===== src/include/ppb_regs.vh =====
`ifndef PPB_REGS_VH
`define PPB_REGS_VH
// ----------------------------------------
// Register offsets
// ----------------------------------------
`define PPB_OFS_CNT_VIEW    5'h18
`define PPB_OFS_CFG_ONE     5'h19
`define PPB_OFS_CFG_TWO     5'h1a
// ----------------------------------------
// Config one field positions
// ----------------------------------------
`define PPB_C1_CNT_KIND     15
`define PPB_C1_CNT_CLR      14
`define PPB_C1_LEN_SEL      13
`define PPB_C1_GAP_SEL      12
`define PPB_C1_TX_START     11
`define PPB_C1_PAY_KIND     10
// ----------------------------------------
// Config two field positions
// ----------------------------------------
`define PPB_C2_RX_EN        15
`define PPB_C2_HALF_SEL     14
`define PPB_C2_CNT_HI       13
`define PPB_C2_CNT_LO       11
// ----------------------------------------
// Reset values
// ----------------------------------------
`define PPB_RST_CFG_ONE     16'h0000
`define PPB_RST_CFG_TWO     16'h0000
// ----------------------------------------
// Frame lengths and gap times
// ----------------------------------------
`define PPB_LEN_LONG        16'd1514
`define PPB_LEN_SHORT       16'd60
`define PPB_GAP_LONG_NS     9600
`define PPB_GAP_SHORT_NS    96
`define PPB_CLK_NS          4
// Longest time rounds down: whole cycles that fit in the gap
`define PPB_GAP_LONG_CYC    (`PPB_GAP_LONG_NS / `PPB_CLK_NS)
`define PPB_GAP_SHORT_CYC   (`PPB_GAP_SHORT_NS / `PPB_CLK_NS)
`endif


===== src/logic/ppb_packet_bist.v =====
// What this block does
// - Count rx frames or CRC errors, 32 bits
// - View register shows one counter half
// - Kind 1 counts CRC errors, 0 frames
// - Clear bit zeroes counter, self-clears
// - Frame length 1514 or 60 bytes
// - Gap 9.6 us or 0.096 us
// - Start sends counted frames or stream
// - Start bit self-clears after last frame
// - Counter runs only when rx enabled
// - Half select 0 low, 1 high
// - Three-bit code picks frame count
// - Payload PSR9 or user byte pattern
`timescale 1ns/1ps
`default_nettype none
`include "ppb_regs.vh"
module ppb_packet_bist #(
	parameter integer GAP_LONG_CYC  = `PPB_GAP_LONG_CYC,  // Long gap in cycles
	parameter integer GAP_SHORT_CYC = `PPB_GAP_SHORT_CYC  // Short gap in cycles
) (
	input  wire        core_clk_in,      // 250 MHz clock
	input  wire        sys_rst_in,       // Synchronous reset, active high
	input  wire [4:0]  reg_addr_in,      // Register address
	input  wire [15:0] reg_wdata_in,     // Write data
	input  wire        reg_wr_in,        // Write strobe
	input  wire        reg_rd_in,        // Read strobe
	output reg  [15:0] reg_rdata_out,    // Read data, cycle after strobe
	input  wire        rx_frame_end_in,  // Pulse: received frame completed
	input  wire        rx_crc_err_in,    // Level with frame end: CRC bad
	output reg  [7:0]  tx_data_out,      // Test frame byte
	output reg         tx_valid_out,     // Byte valid
	output reg         tx_last_out,      // Last byte of frame
	output wire        tx_active_out     // Transmit test running
);
	// ----------------------------------------
	// Registers
	// ----------------------------------------
	reg        cnt_kind_r;               // 1 = CRC errors
	reg        len_sel_r;                // 1 = long frames
	reg        gap_sel_r;                // 1 = long gap
	reg        tx_start_r;               // Transmit test running
	reg        pay_kind_r;               // 1 = pseudo-random payload
	reg [7:0]  user_pat_r;               // User payload byte
	reg        rx_en_r;                  // Counter enable
	reg        half_sel_r;               // Counter view half
	reg [2:0]  cnt_code_r;               // Frame count code
	reg [31:0] evt_cnt_r;                // Event counter
	reg [23:0] frames_left_r;            // Frames still to send
	reg [15:0] byte_idx_r;               // Byte position in frame
	reg [15:0] gap_cnt_r;                // Gap cycles remaining
	reg [8:0]  prbs_r;                   // PSR9 shift register
	reg        in_gap_r;                 // Gap phase flag
	wire       wr_cfg1;                  // Write to config one
	wire       clr_hit;                  // Clear request this cycle
	wire [15:0] frame_len;               // Selected length
	wire       byte_last;                // Final byte this cycle
	reg  [23:0] code_frames;             // Frames for the code

	assign wr_cfg1   = reg_wr_in && (reg_addr_in == `PPB_OFS_CFG_ONE);
	assign clr_hit   = wr_cfg1 && reg_wdata_in[`PPB_C1_CNT_CLR];
	assign frame_len = len_sel_r ? `PPB_LEN_LONG : `PPB_LEN_SHORT;
	assign byte_last = (byte_idx_r == frame_len - 16'd1);
	assign tx_active_out = tx_start_r;

	// ----------------------------------------
	// Frame count decode
	// ----------------------------------------
	// Code 0 means stream; its value is unused
	always @* begin
		case (cnt_code_r)
			3'h1:    code_frames = 24'd1;
			3'h2:    code_frames = 24'd10;
			3'h3:    code_frames = 24'd100;
			3'h4:    code_frames = 24'd1000;
			3'h5:    code_frames = 24'd10000;
			3'h6:    code_frames = 24'd100000;
			3'h7:    code_frames = 24'd10000000;
			default: code_frames = 24'd0;
		endcase
	end

	// ----------------------------------------
	// Configuration writes
	// ----------------------------------------
	always @(posedge core_clk_in) begin
		if (sys_rst_in) begin
			cnt_kind_r <= 1'b0;
			len_sel_r  <= 1'b0;
			gap_sel_r  <= 1'b0;
			pay_kind_r <= 1'b0;
			user_pat_r <= 8'h00;
			rx_en_r    <= 1'b0;
			half_sel_r <= 1'b0;
			cnt_code_r <= 3'h0;
		end else if (reg_wr_in) begin
			if (reg_addr_in == `PPB_OFS_CFG_ONE) begin
				cnt_kind_r <= reg_wdata_in[`PPB_C1_CNT_KIND];
				len_sel_r  <= reg_wdata_in[`PPB_C1_LEN_SEL];
				gap_sel_r  <= reg_wdata_in[`PPB_C1_GAP_SEL];
				pay_kind_r <= reg_wdata_in[`PPB_C1_PAY_KIND];
				user_pat_r <= reg_wdata_in[7:0];
			end else if (reg_addr_in == `PPB_OFS_CFG_TWO) begin
				rx_en_r    <= reg_wdata_in[`PPB_C2_RX_EN];
				half_sel_r <= reg_wdata_in[`PPB_C2_HALF_SEL];
				cnt_code_r <= reg_wdata_in[`PPB_C2_CNT_HI:`PPB_C2_CNT_LO];
			end
		end
	end

	// ----------------------------------------
	// Receive event counter
	// ----------------------------------------
	// Clear wins over a same-cycle increment: the frame ending now
	// started before the clear, so it must not show in the new count.
	always @(posedge core_clk_in) begin
		if (sys_rst_in) begin
			evt_cnt_r <= 32'h0000_0000;
		end else if (clr_hit) begin
			evt_cnt_r <= 32'h0000_0000;
		end else if (rx_en_r && rx_frame_end_in) begin
			if (!cnt_kind_r || rx_crc_err_in) begin
				evt_cnt_r <= evt_cnt_r + 32'h0000_0001;
			end
		end
	end

	// ----------------------------------------
	// Transmit generator
	// ----------------------------------------
	// Writing 1 while running is ignored, so a config rewrite during a
	// test cannot restart the frame count.
	always @(posedge core_clk_in) begin
		if (sys_rst_in) begin
			tx_start_r    <= 1'b0;
			frames_left_r <= 24'h000000;
			byte_idx_r    <= 16'h0000;
			gap_cnt_r     <= 16'h0000;
			in_gap_r      <= 1'b0;
			prbs_r        <= 9'h1ff;
			tx_data_out   <= 8'h00;
			tx_valid_out  <= 1'b0;
			tx_last_out   <= 1'b0;
		end else if (wr_cfg1 && reg_wdata_in[`PPB_C1_TX_START] && !tx_start_r) begin
			tx_start_r    <= 1'b1;
			frames_left_r <= code_frames;
			byte_idx_r    <= 16'h0000;
			in_gap_r      <= 1'b0;
			tx_valid_out  <= 1'b0;
			tx_last_out   <= 1'b0;
		end else if (wr_cfg1 && !reg_wdata_in[`PPB_C1_TX_START]) begin
			// Software stop: writing 0 halts the test
			tx_start_r   <= 1'b0;
			tx_valid_out <= 1'b0;
			tx_last_out  <= 1'b0;
		end else if (!tx_start_r) begin
			tx_valid_out <= 1'b0;
			tx_last_out  <= 1'b0;
		end else if (in_gap_r) begin
			// Idle gap between frames
			tx_valid_out <= 1'b0;
			tx_last_out  <= 1'b0;
			if (gap_cnt_r <= 16'h0001) begin
				in_gap_r <= 1'b0;
			end else begin
				gap_cnt_r <= gap_cnt_r - 16'h0001;
			end
		end else begin
			tx_valid_out <= 1'b1;
			tx_last_out  <= byte_last;
			if (pay_kind_r) begin
				tx_data_out <= prbs_r[7:0];
				prbs_r      <= {prbs_r[7:0], prbs_r[8] ^ prbs_r[4]};
			end else begin
				tx_data_out <= user_pat_r;
			end
			if (byte_last) begin
				byte_idx_r <= 16'h0000;
				in_gap_r   <= 1'b1;
				gap_cnt_r  <= gap_sel_r ? GAP_LONG_CYC[15:0] : GAP_SHORT_CYC[15:0];
				if (cnt_code_r != 3'h0) begin
					if (frames_left_r <= 24'h000001) begin
						tx_start_r <= 1'b0;
					end
					frames_left_r <= frames_left_r - 24'h000001;
				end
			end else begin
				byte_idx_r <= byte_idx_r + 16'h0001;
			end
		end
	end

	// ----------------------------------------
	// Register read port
	// ----------------------------------------
	// Clear bit always reads 0 since it never holds state
	always @(posedge core_clk_in) begin
		if (sys_rst_in) begin
			reg_rdata_out <= 16'h0000;
		end else if (reg_rd_in) begin
			case (reg_addr_in)
				`PPB_OFS_CNT_VIEW: reg_rdata_out <= half_sel_r ? evt_cnt_r[31:16]
				                                            : evt_cnt_r[15:0];
				`PPB_OFS_CFG_ONE:  reg_rdata_out <= {cnt_kind_r, 1'b0, len_sel_r, gap_sel_r,
				                                     tx_start_r, pay_kind_r, 2'b00, user_pat_r};
				`PPB_OFS_CFG_TWO:  reg_rdata_out <= {rx_en_r, half_sel_r, cnt_code_r, 11'h000};
				default:           reg_rdata_out <= 16'h0000;
			endcase
		end else begin
			reg_rdata_out <= 16'h0000;
		end
	end
endmodule // ppb_packet_bist
`default_nettype wire


===== config.mk =====
export PLATFORM = sky130hd
export DESIGN_NAME = ppb_packet_bist
export DESIGN_NICKNAME = d
export VERILOG_FILES = /design/src/logic/ppb_packet_bist.v
export VERILOG_INCLUDE_DIRS = /design/src /design/src/include
export SDC_FILE = /design/constraint.sdc
export NUM_CORES = 1
export LEC_CHECK = 0
export BUFFER_PORTS_ARGS = -buffer_cell sky130_fd_sc_hd__buf_4
export CORE_UTILIZATION = 55
export CTS_BUF_LIST = sky130_fd_sc_hd__clkbuf_2 sky130_fd_sc_hd__clkbuf_4 sky130_fd_sc_hd__clkbuf_8
export DETAILED_ROUTE_END_ITERATION = 7
export GPL_TIMING_DRIVEN = 0
export PLACE_DENSITY = 0.79
export SYNTH_ARGS = -nofsm -noshare
export SYNTH_HDL_FRONTEND = slang
export SYNTH_SLANG_ARGS = --single-unit

===== constraint.sdc =====
create_clock -name core_clk_in -period 2.5 [get_ports core_clk_in]
set_input_delay 0.125 -clock core_clk_in [delete_from_list [all_inputs] [get_ports core_clk_in]]
set_output_delay 0.125 -clock core_clk_in [all_outputs]
set_load 0.1 [all_outputs]

==> flow_summary.json, run 1 <==
{
  "synth_area_um2": 6780,
  "htree_levels": 4,
  "start_util_pct": 56.4,
  "fin_skew_ns": 0.0115,
  "cts_buffers": 17,
  "routabilityCongestion": 0.933,
  "power_mw": 4.47,
  "finalInstanceArea_um2": 8010,
  "end_kind": "flip-flop",
  "port_buffers": 50,
  "tightest_slew_ns": 1.16,
  "layout-drive-gt1-share_pct": 11.9,
  "yosysWarningCount": 0,
  "area_delta_synth_final_pct": 18.2,
  "yosys_register_bits": 142,
  "pre_cts_ws_ns": -0.0427,
  "ys_top_cells_by_area": "dfxtp_1 42%, nor2_1 7.5%, nand2_1 5.1%",
  "slew_violations": 0,
  "clock.fmax_mhz": 414,
  "cts_tree": "yes",
  "fin_crit_sh_pct": 96.6,
  "die_w_um": 113,
  "core_um2": 12000,
  "drt-initial-drc-count": 594,
  "via_per_inst": 5.91,
  "hold_viol_final": 0,
  "hold_class": "input port to flip-flop",
  "grt_usage_pct": 28.5,
  "synth-seq-area-share_pct": 42.0,
  "synth.distinct_cells": 62,
  "synth_edf_count": 0,
  "crit_required_ns": 2.90,
  "post-route-drc-count": 0,
  "start_kind": "flip-flop",
  "place_area_um2": 7330,
  "synthTopCellsByCount": "142 x dfxtp_1, 135 x nor2_1, 92 x nand2_1, 68 x a21oi_1, 51 x nand3_1",
  "worst_slew_margin_rel_pct": 22.6,
  "nets": 965,
  "synth_most_common_cell": "dfxtp_1",
  "peakVddDrop_mv": 0.354,
  "path_max_fanout": 10,
  "yosys.area.top_type": "dfxtp_1",
  "rows": 40,
  "synthArstFlopShare_pct": 0,
  "synth_top_area_share_pct": 42.0,
  "grt_pass1_wl_um": 28800,
  "critPathArrivalTime_ns": 2.82,
  "io_pins": 54,
  "fillCellCount": 1014,
  "wl_um": 17500,
  "dpl.hpwl_um": 12000,
  "die_y_um": 113,
  "cts_sinks": 142,
  "via_count": 6464,
  "synth_fp_nets": 877,
  "first_global_vias": 5948,
  "antenna_found_initial": 1,
  "cts_root_buffer": "clkbuf_8",
  "syn_area_per_cell_um2": 8.03,
  "ant_nets": 0,
  "rsz0062_at_grt": "yes",
  "crit_type": "flip-flop to flip-flop",
  "syn-instance-count": 844,
  "powerDensity_nw_per_um2": 558,
  "layout_setup_ws_ns": 0.0849,
  "die_area_um2": 12800,
  "p_leak_nw": 2.84,
  "synth_ff_type": "dfxtp_1",
  "min_period_ns": 2.42,
  "drt_first_pass_iters": 6,
  "wl_per_cell_um": 16.0,
  "setup_violations": 0,
  "grt-ovfl-total": 0,
  "max_cap_viol_count": 0,
  "cts.reportedPaths.clkPinSlew_ns": 0.09,
  "status": "finished clean",
  "clkLatencyLatePin_ns": 0.47,
  "clk_path_buf_depth": 2,
  "grt_max_degree": 17
}
final cells by class:
type	instances	area [µm²]	area share, %
diodes	1	2.50	0.0312
plain buffers	42	173	2.16
clock buffers	17	234	2.92
clock inverters	15	174	2.17
inverters	13	48.8	0.609
multi-input cells	647	3780	47.2
flip-flops and latches	142	2850	35.6
well taps	147	184	2.30
repair buffers	69	563	7.03
worst paths after layout:
check             cells after the start                              to                      startpoint  slack (ns)
setup / recovery                      7  frames_left_r[17]$_SDFFE_PP0P_      byte_idx_r[9]$_SDFFE_PP0P_        0.08
setup reg to reg                      7  frames_left_r[17]$_SDFFE_PP0P_      byte_idx_r[9]$_SDFFE_PP0P_        0.08
hold / removal                        3    reg_rdata_out[11]$_SDFF_PP0_                  reg_addr_in[1]        0.07
hold reg to reg                       2  frames_left_r[20]$_SDFFE_PP0P_  frames_left_r[20]$_SDFFE_PP0P_        0.47
per-layer routing:
metal  up-vias  GRT usage [%]  wire length, µm  share of wire (%)
li1       3160              -                -                  -
met1      2996           38.2             8000                 46
met2       267           44.5             7870                 45
met3        41           6.48             1200                6.8
met4         0           11.9              421                2.4
met5         -              0                0                  0
registers in the layout, indices dropped and copies added (netlist names), 3 cells and up:
signal         count
evt_cnt_r         32
prbs_r             9
cnt_code_r         3
user_pat_r         8
tx_data_out        8
frames_left_r     24
gap_cnt_r         16
reg_rdata_out     16
byte_idx_r        16
placed cells by master, fill, tap and decap left out, types with 11 or more instances in the layout:
cell           Yosys  layout
nand3_1           51      51
nand2_1           92      92
a211oi_1          12      12
clkbuf_1          32      28
xor2_1            26      26
dlygate4sd3_1      0      18
nor3_1            25      25
dfxtp_1          142     140
o21ai_0           39      38
inv_1             13      13
xnor2_1           28      28
mux2i_1           27      27
a21oi_1           68      66
or3_1             11      11
clkbuf_8           0      17
nor2_1           135     135
buf_4              0      51
where the power goes:
group	leakage, nW	switching (mW)	internal [mW]
Combinational	1.49	0.171	0.110
Clock	0.201	0.993	0.917
Sequential	1.15	0.0103	2.27
Total	2.84	1.17	3.30
cell families after synthesis:
group           synth area share, %
xor+xnor                       6.98
mux                            4.16
simple gates                   28.1
compound gates                 14.6
fa+ha+maj                      1.11
buf+inv                        3.18
flops                          42.0
through the flow:
step | utilization (%) | cells | hold WS (ns) | TNS (ns)
after floorplan | - | 844 | 0.261 | 0
after global placement | 61.1 | 1041 | 0.376 | -0.0379
after detailed placement | 61.1 | 1041 | 0.384 | -0.157
after CTS | 66.1 | 1091 | 0.0506 | 0
after global routing | 66.7 | 1093 | 0.0510 | -0.0393
final | 66.7 | 1093 | 0.0706 | 0
timing repair:
action	CTS	global route
hold endpoints to repair	19	0
pin swaps	0	3
hold buffers	18	0
endpoints found under the setup margin	19	42
resized for setup	3	23
gates cloned	0	0
buffers inserted	0	1
critical path: stages (launching register included):
cell	delay (ns)
dfxtp_4	0.37
or4_4	0.54
nor4_4	0.22
o2111ai_2	0.21
a21o_1	0.26
buf_6	0.15
or4_1	0.46
a21oi_1	0.14
Power figures use the tool's default switching activity.
==> run 2: changes to the inputs <==
==> constraint.sdc (replaced) <==
create_clock -name core_clk_in -period 2.5 [get_ports core_clk_in]
set_input_delay 0.5 -clock core_clk_in [delete_from_list [all_inputs] [get_ports core_clk_in]]
set_output_delay 0.5 -clock core_clk_in [all_outputs]
set_load 0.1 [all_outputs]
==> run 2 against run 1 <==
Compared with the run above: first-iteration DRC count grew 2.7%; clock skew shrank 0.00057 ns; worst hold slack gained 0.20 ns; cell area shrank 2.3%; sequential power is essentially flat; power shrank 0.63%; largest cell class unchanged; global-route usage shrank 0.86 points; critical path type unchanged.
==> flow_summary.json, run 2 (synthesis gave the netlist of run 1 again) <==
{
  "status": "finished clean",
  "wl_per_cell_um": 15.8,
  "fin_util_pct": 65.2,
  "crit_type": "flip-flop to flip-flop",
  "holdWs_ns": 0.275,
  "area_delta_synth_final_pct": 15.5,
  "p_sw_mw": 1.16,
  "slew_violations": 0,
  "regMostFlops": "evt_cnt_r",
  "fin_skew_ns": 0.0110,
  "critPathArrivalTime_ns": 2.81,
  "power.internal_mw": 3.28,
  "setup_violations": 0,
  "dpl.hpwl_um": 12000,
  "routabilityCongestion": 0.933,
  "p_comb_share_pct": 5.8,
  "crit_required_ns": 2.90,
  "end_kind": "flip-flop",
  "largest_reg_flops": 32,
  "htree_levels": 4,
  "max_cap_viol_count": 0,
  "die_w_um": 113,
  "start_kind": "flip-flop",
  "io_pins": 54,
  "p_leak_nw": 2.77,
  "wl_um": 17000,
  "cts_sinks": 142,
  "drt_first_pass_iters": 7,
  "die_area_um2": 12800,
  "hold_class": "input port to flip-flop",
  "core_um2": 12000,
  "grt-ovfl-total": 0,
  "worst-r2r-setup-slack_ns": 0.09,
  "fin_crit_sh_pct": 96.6,
  "diodes": 0,
  "grt_usage_pct": 27.7,
  "power_mw": 4.44,
  "first_global_vias": 5791,
  "cts.reportedPaths.clkPinSlew_ns": 0.09,
  "start_util_pct": 56.4,
  "worst_slew_margin_rel_pct": 22.6,
  "clock.fmax_mhz": 414,
  "rsz0062_at_grt": "yes",
  "mostFrequentLayoutCells": "140 x dfxtp_1, 135 x nor2_1, 92 x nand2_1",
  "cts_buffers": 17,
  "place_area_um2": 7330,
  "path_max_fanout": 10,
  "die_y_um": 113,
  "nets": 947,
  "antenna_found_initial": 0,
  "port_buffers": 50,
  "cts_root_buffer": "clkbuf_8",
  "rows": 40,
  "via_per_inst": 5.91,
  "finalInstanceArea_um2": 7830,
  "layout-drive-gt1-share_pct": 12.1,
  "final_common_cell": "dfxtp_1",
  "largestRegisters": "evt_cnt_r: 32 flops, frames_left_r: 24 flops",
  "hold_viol_final": 0,
  "drt-initial-drc-count": 610,
  "cts_tree": "yes",
  "grt_max_degree": 17,
  "tightest_slew_ns": 1.16,
  "clkLatencyLatePin_ns": 0.47,
  "power_frac_clock_pct": 42.9,
  "min_period_ns": 2.41,
  "sequentialPowerShare_pct": 51.3,
  "grt_pass1_wl_um": 28000,
  "ant_nets": 0,
  "powerDensity_nw_per_um2": 568,
  "peakVddDrop_mv": 0.353,
  "switching_share_pct": 26.2,
  "clk_path_buf_depth": 2,
  "via_count": 6343,
  "cts_hold_buf": 0,
  "post-route-drc-count": 0
}
run 2: per-layer routing:
metal / wire [µm] / GRT usage [%]
met2: 7560 / 42.9
met5: 0 / 0
met3: 970 / 6.32
met4: 436 / 11.1
met1: 8020 / 37.4
run 2: power groups by stage:
stage | logic [mW] | registers, mW | clock network (mW)
2_1_floorplan | 0.156 | 2.34 | 0
3_3_place_gp | 0.248 | 2.33 | 0
3_5_place_dp | 0.250 | 2.33 | 0
4_1_cts | 0.251 | 2.28 | 1.94
5_1_grt | 0.285 | 2.28 | 2.04
6_report | 0.259 | 2.28 | 1.90
run 2: final timing paths:
path	from	cells after the start	endpoint
setup / recovery	byte_idx_r[9]$_SDFFE_PP0P_	7	frames_left_r[17]$_SDFFE_PP0P_
hold / removal	reg_wdata_in[7]	3	user_pat_r[7]$_SDFFE_PP0P_
setup reg to reg	byte_idx_r[9]$_SDFFE_PP0P_	7	frames_left_r[17]$_SDFFE_PP0P_
hold reg to reg	frames_left_r[20]$_SDFFE_PP0P_	2	frames_left_r[20]$_SDFFE_PP0P_
run 2: layout make-up:
type	count	area, µm²
repair buffers	51	383
multi-input cells	647	3780
clock inverters	15	174
plain buffers	42	173
flip-flops and latches	142	2850
fillers	1050	4190
clock buffers	17	234
inverters	13	48.8
well taps	147	184
run 2: critical path, cell delays in order, from the launching register on:
cell       delay, ns
dfxtp_4         0.37
or4_4           0.54
nor4_4          0.22
o2111ai_2       0.21
a21o_1          0.26
buf_6           0.15
or4_1           0.46
a21oi_1         0.14
run 2: through the flow:
step	TNS, ns	setup slack (ns)	instances
floorplan	0	0.00601	844
global placement	-4.66	-0.316	1041
detailed placement	-4.68	-0.293	1041
CTS	0	0.00539	1073
global route	-0.0390	-0.0177	1074
finish	0	0.0852	1074
run 2: timing repair:
item,CTS,global route
pin swaps,0,3
setup buffers,0,1
endpoints found under the setup margin,19,42
gates resized for setup,3,23
hold endpoints to repair,0,0
==> run 3: changes to the inputs <==
Settings changed: GPL_TIMING_DRIVEN 0 to 1.
==> run 3 against run 2 <==
Compared with the run above: cell count grew 0.56%; worst hold slack gained 0.020 ns; critical path depth shrank 1; wire length shrank 5.1%; sequential power is essentially flat; non-clock buffer count grew 7; fmax grew 2.3%; clock-buffer cell count grew 6; global-route usage shrank 0.97 points; critical endpoint is now frames_left_r[14]$_SDFFE_PP0P_.
==> flow_summary.json, run 3 (synthesis gave the netlist of run 1 again) <==
{
  "min_from": "reg_wdata_in[0]",
  "cts_tree": "yes",
  "area_delta_synth_final_pct": 18.1,
  "critPathArrivalTime_ns": 2.74,
  "drt_first_pass_iters": 5,
  "crit_path_top_delay_cell": "or4_4",
  "end_kind": "flip-flop",
  "wl_um": 16100,
  "finalInstanceArea_um2": 8000,
  "place_area_um2": 7540,
  "r2r_cells": 6,
  "core_um2": 12000,
  "wl_per_cell_um": 14.9,
  "status": "finished clean",
  "final_common_cell": "dfxtp_1",
  "io_pins": 54,
  "fin_cells": 1080,
  "die_y_um": 113,
  "ant_nets": 0,
  "diodes": 0,
  "powerDensity_nw_per_um2": 564,
  "mostFrequentLayoutCells": "142 x dfxtp_1, 135 x nor2_1, 100 x buf_4",
  "clock.fmax_mhz": 424,
  "htree_levels": 4,
  "hold_class": "input port to flip-flop",
  "rsz0062_at_grt": "no",
  "antenna_found_initial": 0,
  "clkLatencyLatePin_ns": 0.45,
  "nets": 954,
  "cts_hold_buf": 0,
  "start_kind": "flip-flop",
  "setup_violations": 0,
  "largestRegisters": "evt_cnt_r: 32 flops, frames_left_r: 24 flops",
  "tightest_slew_ns": 0.548,
  "min_period_ns": 2.36,
  "cts_sinks": 142,
  "die_area_um2": 12800,
  "fin_crit_sh_pct": 94.4,
  "critPathMaxStageDelay_ns": 0.54,
  "clk_path_buf_depth": 2,
  "via_per_inst": 5.73,
  "port_buffers": 51,
  "cts_root_buffer": "clkbuf_8",
  "cts_buffers": 17,
  "p_leak_nw": 2.96,
  "peakVddDrop_mv": 0.565,
  "die_w_um": 113,
  "grt_usage_pct": 26.7,
  "dpl.hpwl_um": 11300,
  "fin_skew_ns": 0.0108,
  "routabilityCongestion": 0.853,
  "largest_reg_flops": 32,
  "fillCellCount": 1012,
  "grt-ovfl-total": 0,
  "min_to": "user_pat_r[0]$_SDFFE_PP0P_",
  "via_count": 6185,
  "grt_max_degree": 40,
  "first_global_vias": 5781,
  "regMostFlops": "evt_cnt_r",
  "slew_violations": 0,
  "layout-drive-gt1-share_pct": 15.5,
  "post-route-drc-count": 0,
  "hold_viol_final": 0,
  "cts.reportedPaths.clkPinSlew_ns": 0.08,
  "crit_chain": "or4_4 > nor4_4 > o2111ai_2 > a21o_4 > or4_1 > a21oi_1",
  "r2r-start": "byte_idx_r[11]$_SDFFE_PP0P_",
  "path_max_fanout": 16,
  "start_util_pct": 56.4,
  "crit_required_ns": 2.88,
  "max_cap_viol_count": 0,
  "worst_slew_margin_rel_pct": 63.2,
  "crit_type": "flip-flop to flip-flop",
  "worstHoldPathCells": 3,
  "worst-r2r-setup-slack_ns": 0.14,
  "r2r-end": "frames_left_r[14]$_SDFFE_PP0P_",
  "drt-initial-drc-count": 516,
  "grt_pass1_wl_um": 27300,
  "place_inst": 1048,
  "rows": 40
}
run 3: final cells by class:
class                      count  area [µm²]  share of cell area, %
timing repair buffer         100         751                   9.38
sequential                   142        2840                   35.5
multi-input combinational    647        3750                   46.9
clock buffer                  23         298                   3.72
inverter                      13        48.8                  0.610
tap                          147         184                   2.30
clock inverter                 8         130                   1.63
run 3: routing by layer:
layer  wire [µm]  vias up  GRT usage (%)
met5           0        -              0
met4         238        0           9.21
met3        1080       22           7.12
met2        7340      177           41.4
met1        7470     2857           36.0
li1            -     3129              -
run 3: worst max-delay path by stage:
stage | end | from | slack (ns) | depth (start not counted)
3_5_place_dp | frames_left_r[5]$_SDFFE_PP0P_ | byte_idx_r[11]$_SDFFE_PP0P_ | -0.25 | 6
4_1_cts | gap_cnt_r[15]$_SDFFE_PP0P_ | byte_idx_r[11]$_SDFFE_PP0P_ | 0.06 | 7
5_1_grt | frames_left_r[14]$_SDFFE_PP0P_ | byte_idx_r[11]$_SDFFE_PP0P_ | 0.04 | 6
6_report | frames_left_r[14]$_SDFFE_PP0P_ | byte_idx_r[11]$_SDFFE_PP0P_ | 0.14 | 6
3_3_place_gp | frames_left_r[5]$_SDFFE_PP0P_ | byte_idx_r[11]$_SDFFE_PP0P_ | -0.25 | 6
2_1_floorplan | frames_left_r[17]$_SDFFE_PP0P_ | tx_active_out$_SDFF_PP0_ | 0.006 | 8
run 3: repair_timing:
action                                  CTS  global route
pin swaps                                 0             2
resized for setup                         1             6
endpoints found under the setup margin   16            16
setup buffers                             0             1
run 3: stage by stage:
stage / TNS, ns / util (%) / setup slack (ns) / hold WS (ns) / total power, mW
global route: 0 / 66.6 / 0.0352 / 0.271 / 4.68
CTS: 0 / 66.3 / 0.0639 / 0.282 / 4.53
finish: 0 / 66.6 / 0.140 / 0.295 / 4.51
floorplan: 0 / - / 0.00601 / 0.445 / 2.49
global placement: -1.52 / 62.7 / -0.245 / 0.463 / 2.59
detailed placement: -1.53 / 62.7 / -0.246 / 0.471 / 2.59
run 3: power breakdown:
group	leakage (nW)	internal (mW)	switching, mW
Sequential	1.14	2.27	0.00976
Clock	0.221	1.10	0.866
Combinational	1.60	0.104	0.160
Total	2.96	3.48	1.04
run 3: critical path: cells and delay by family (launching register included):
family	cells	cell delay, ns
compound gates	3	0.69
flops	1	0.36
simple gates	3	1.23
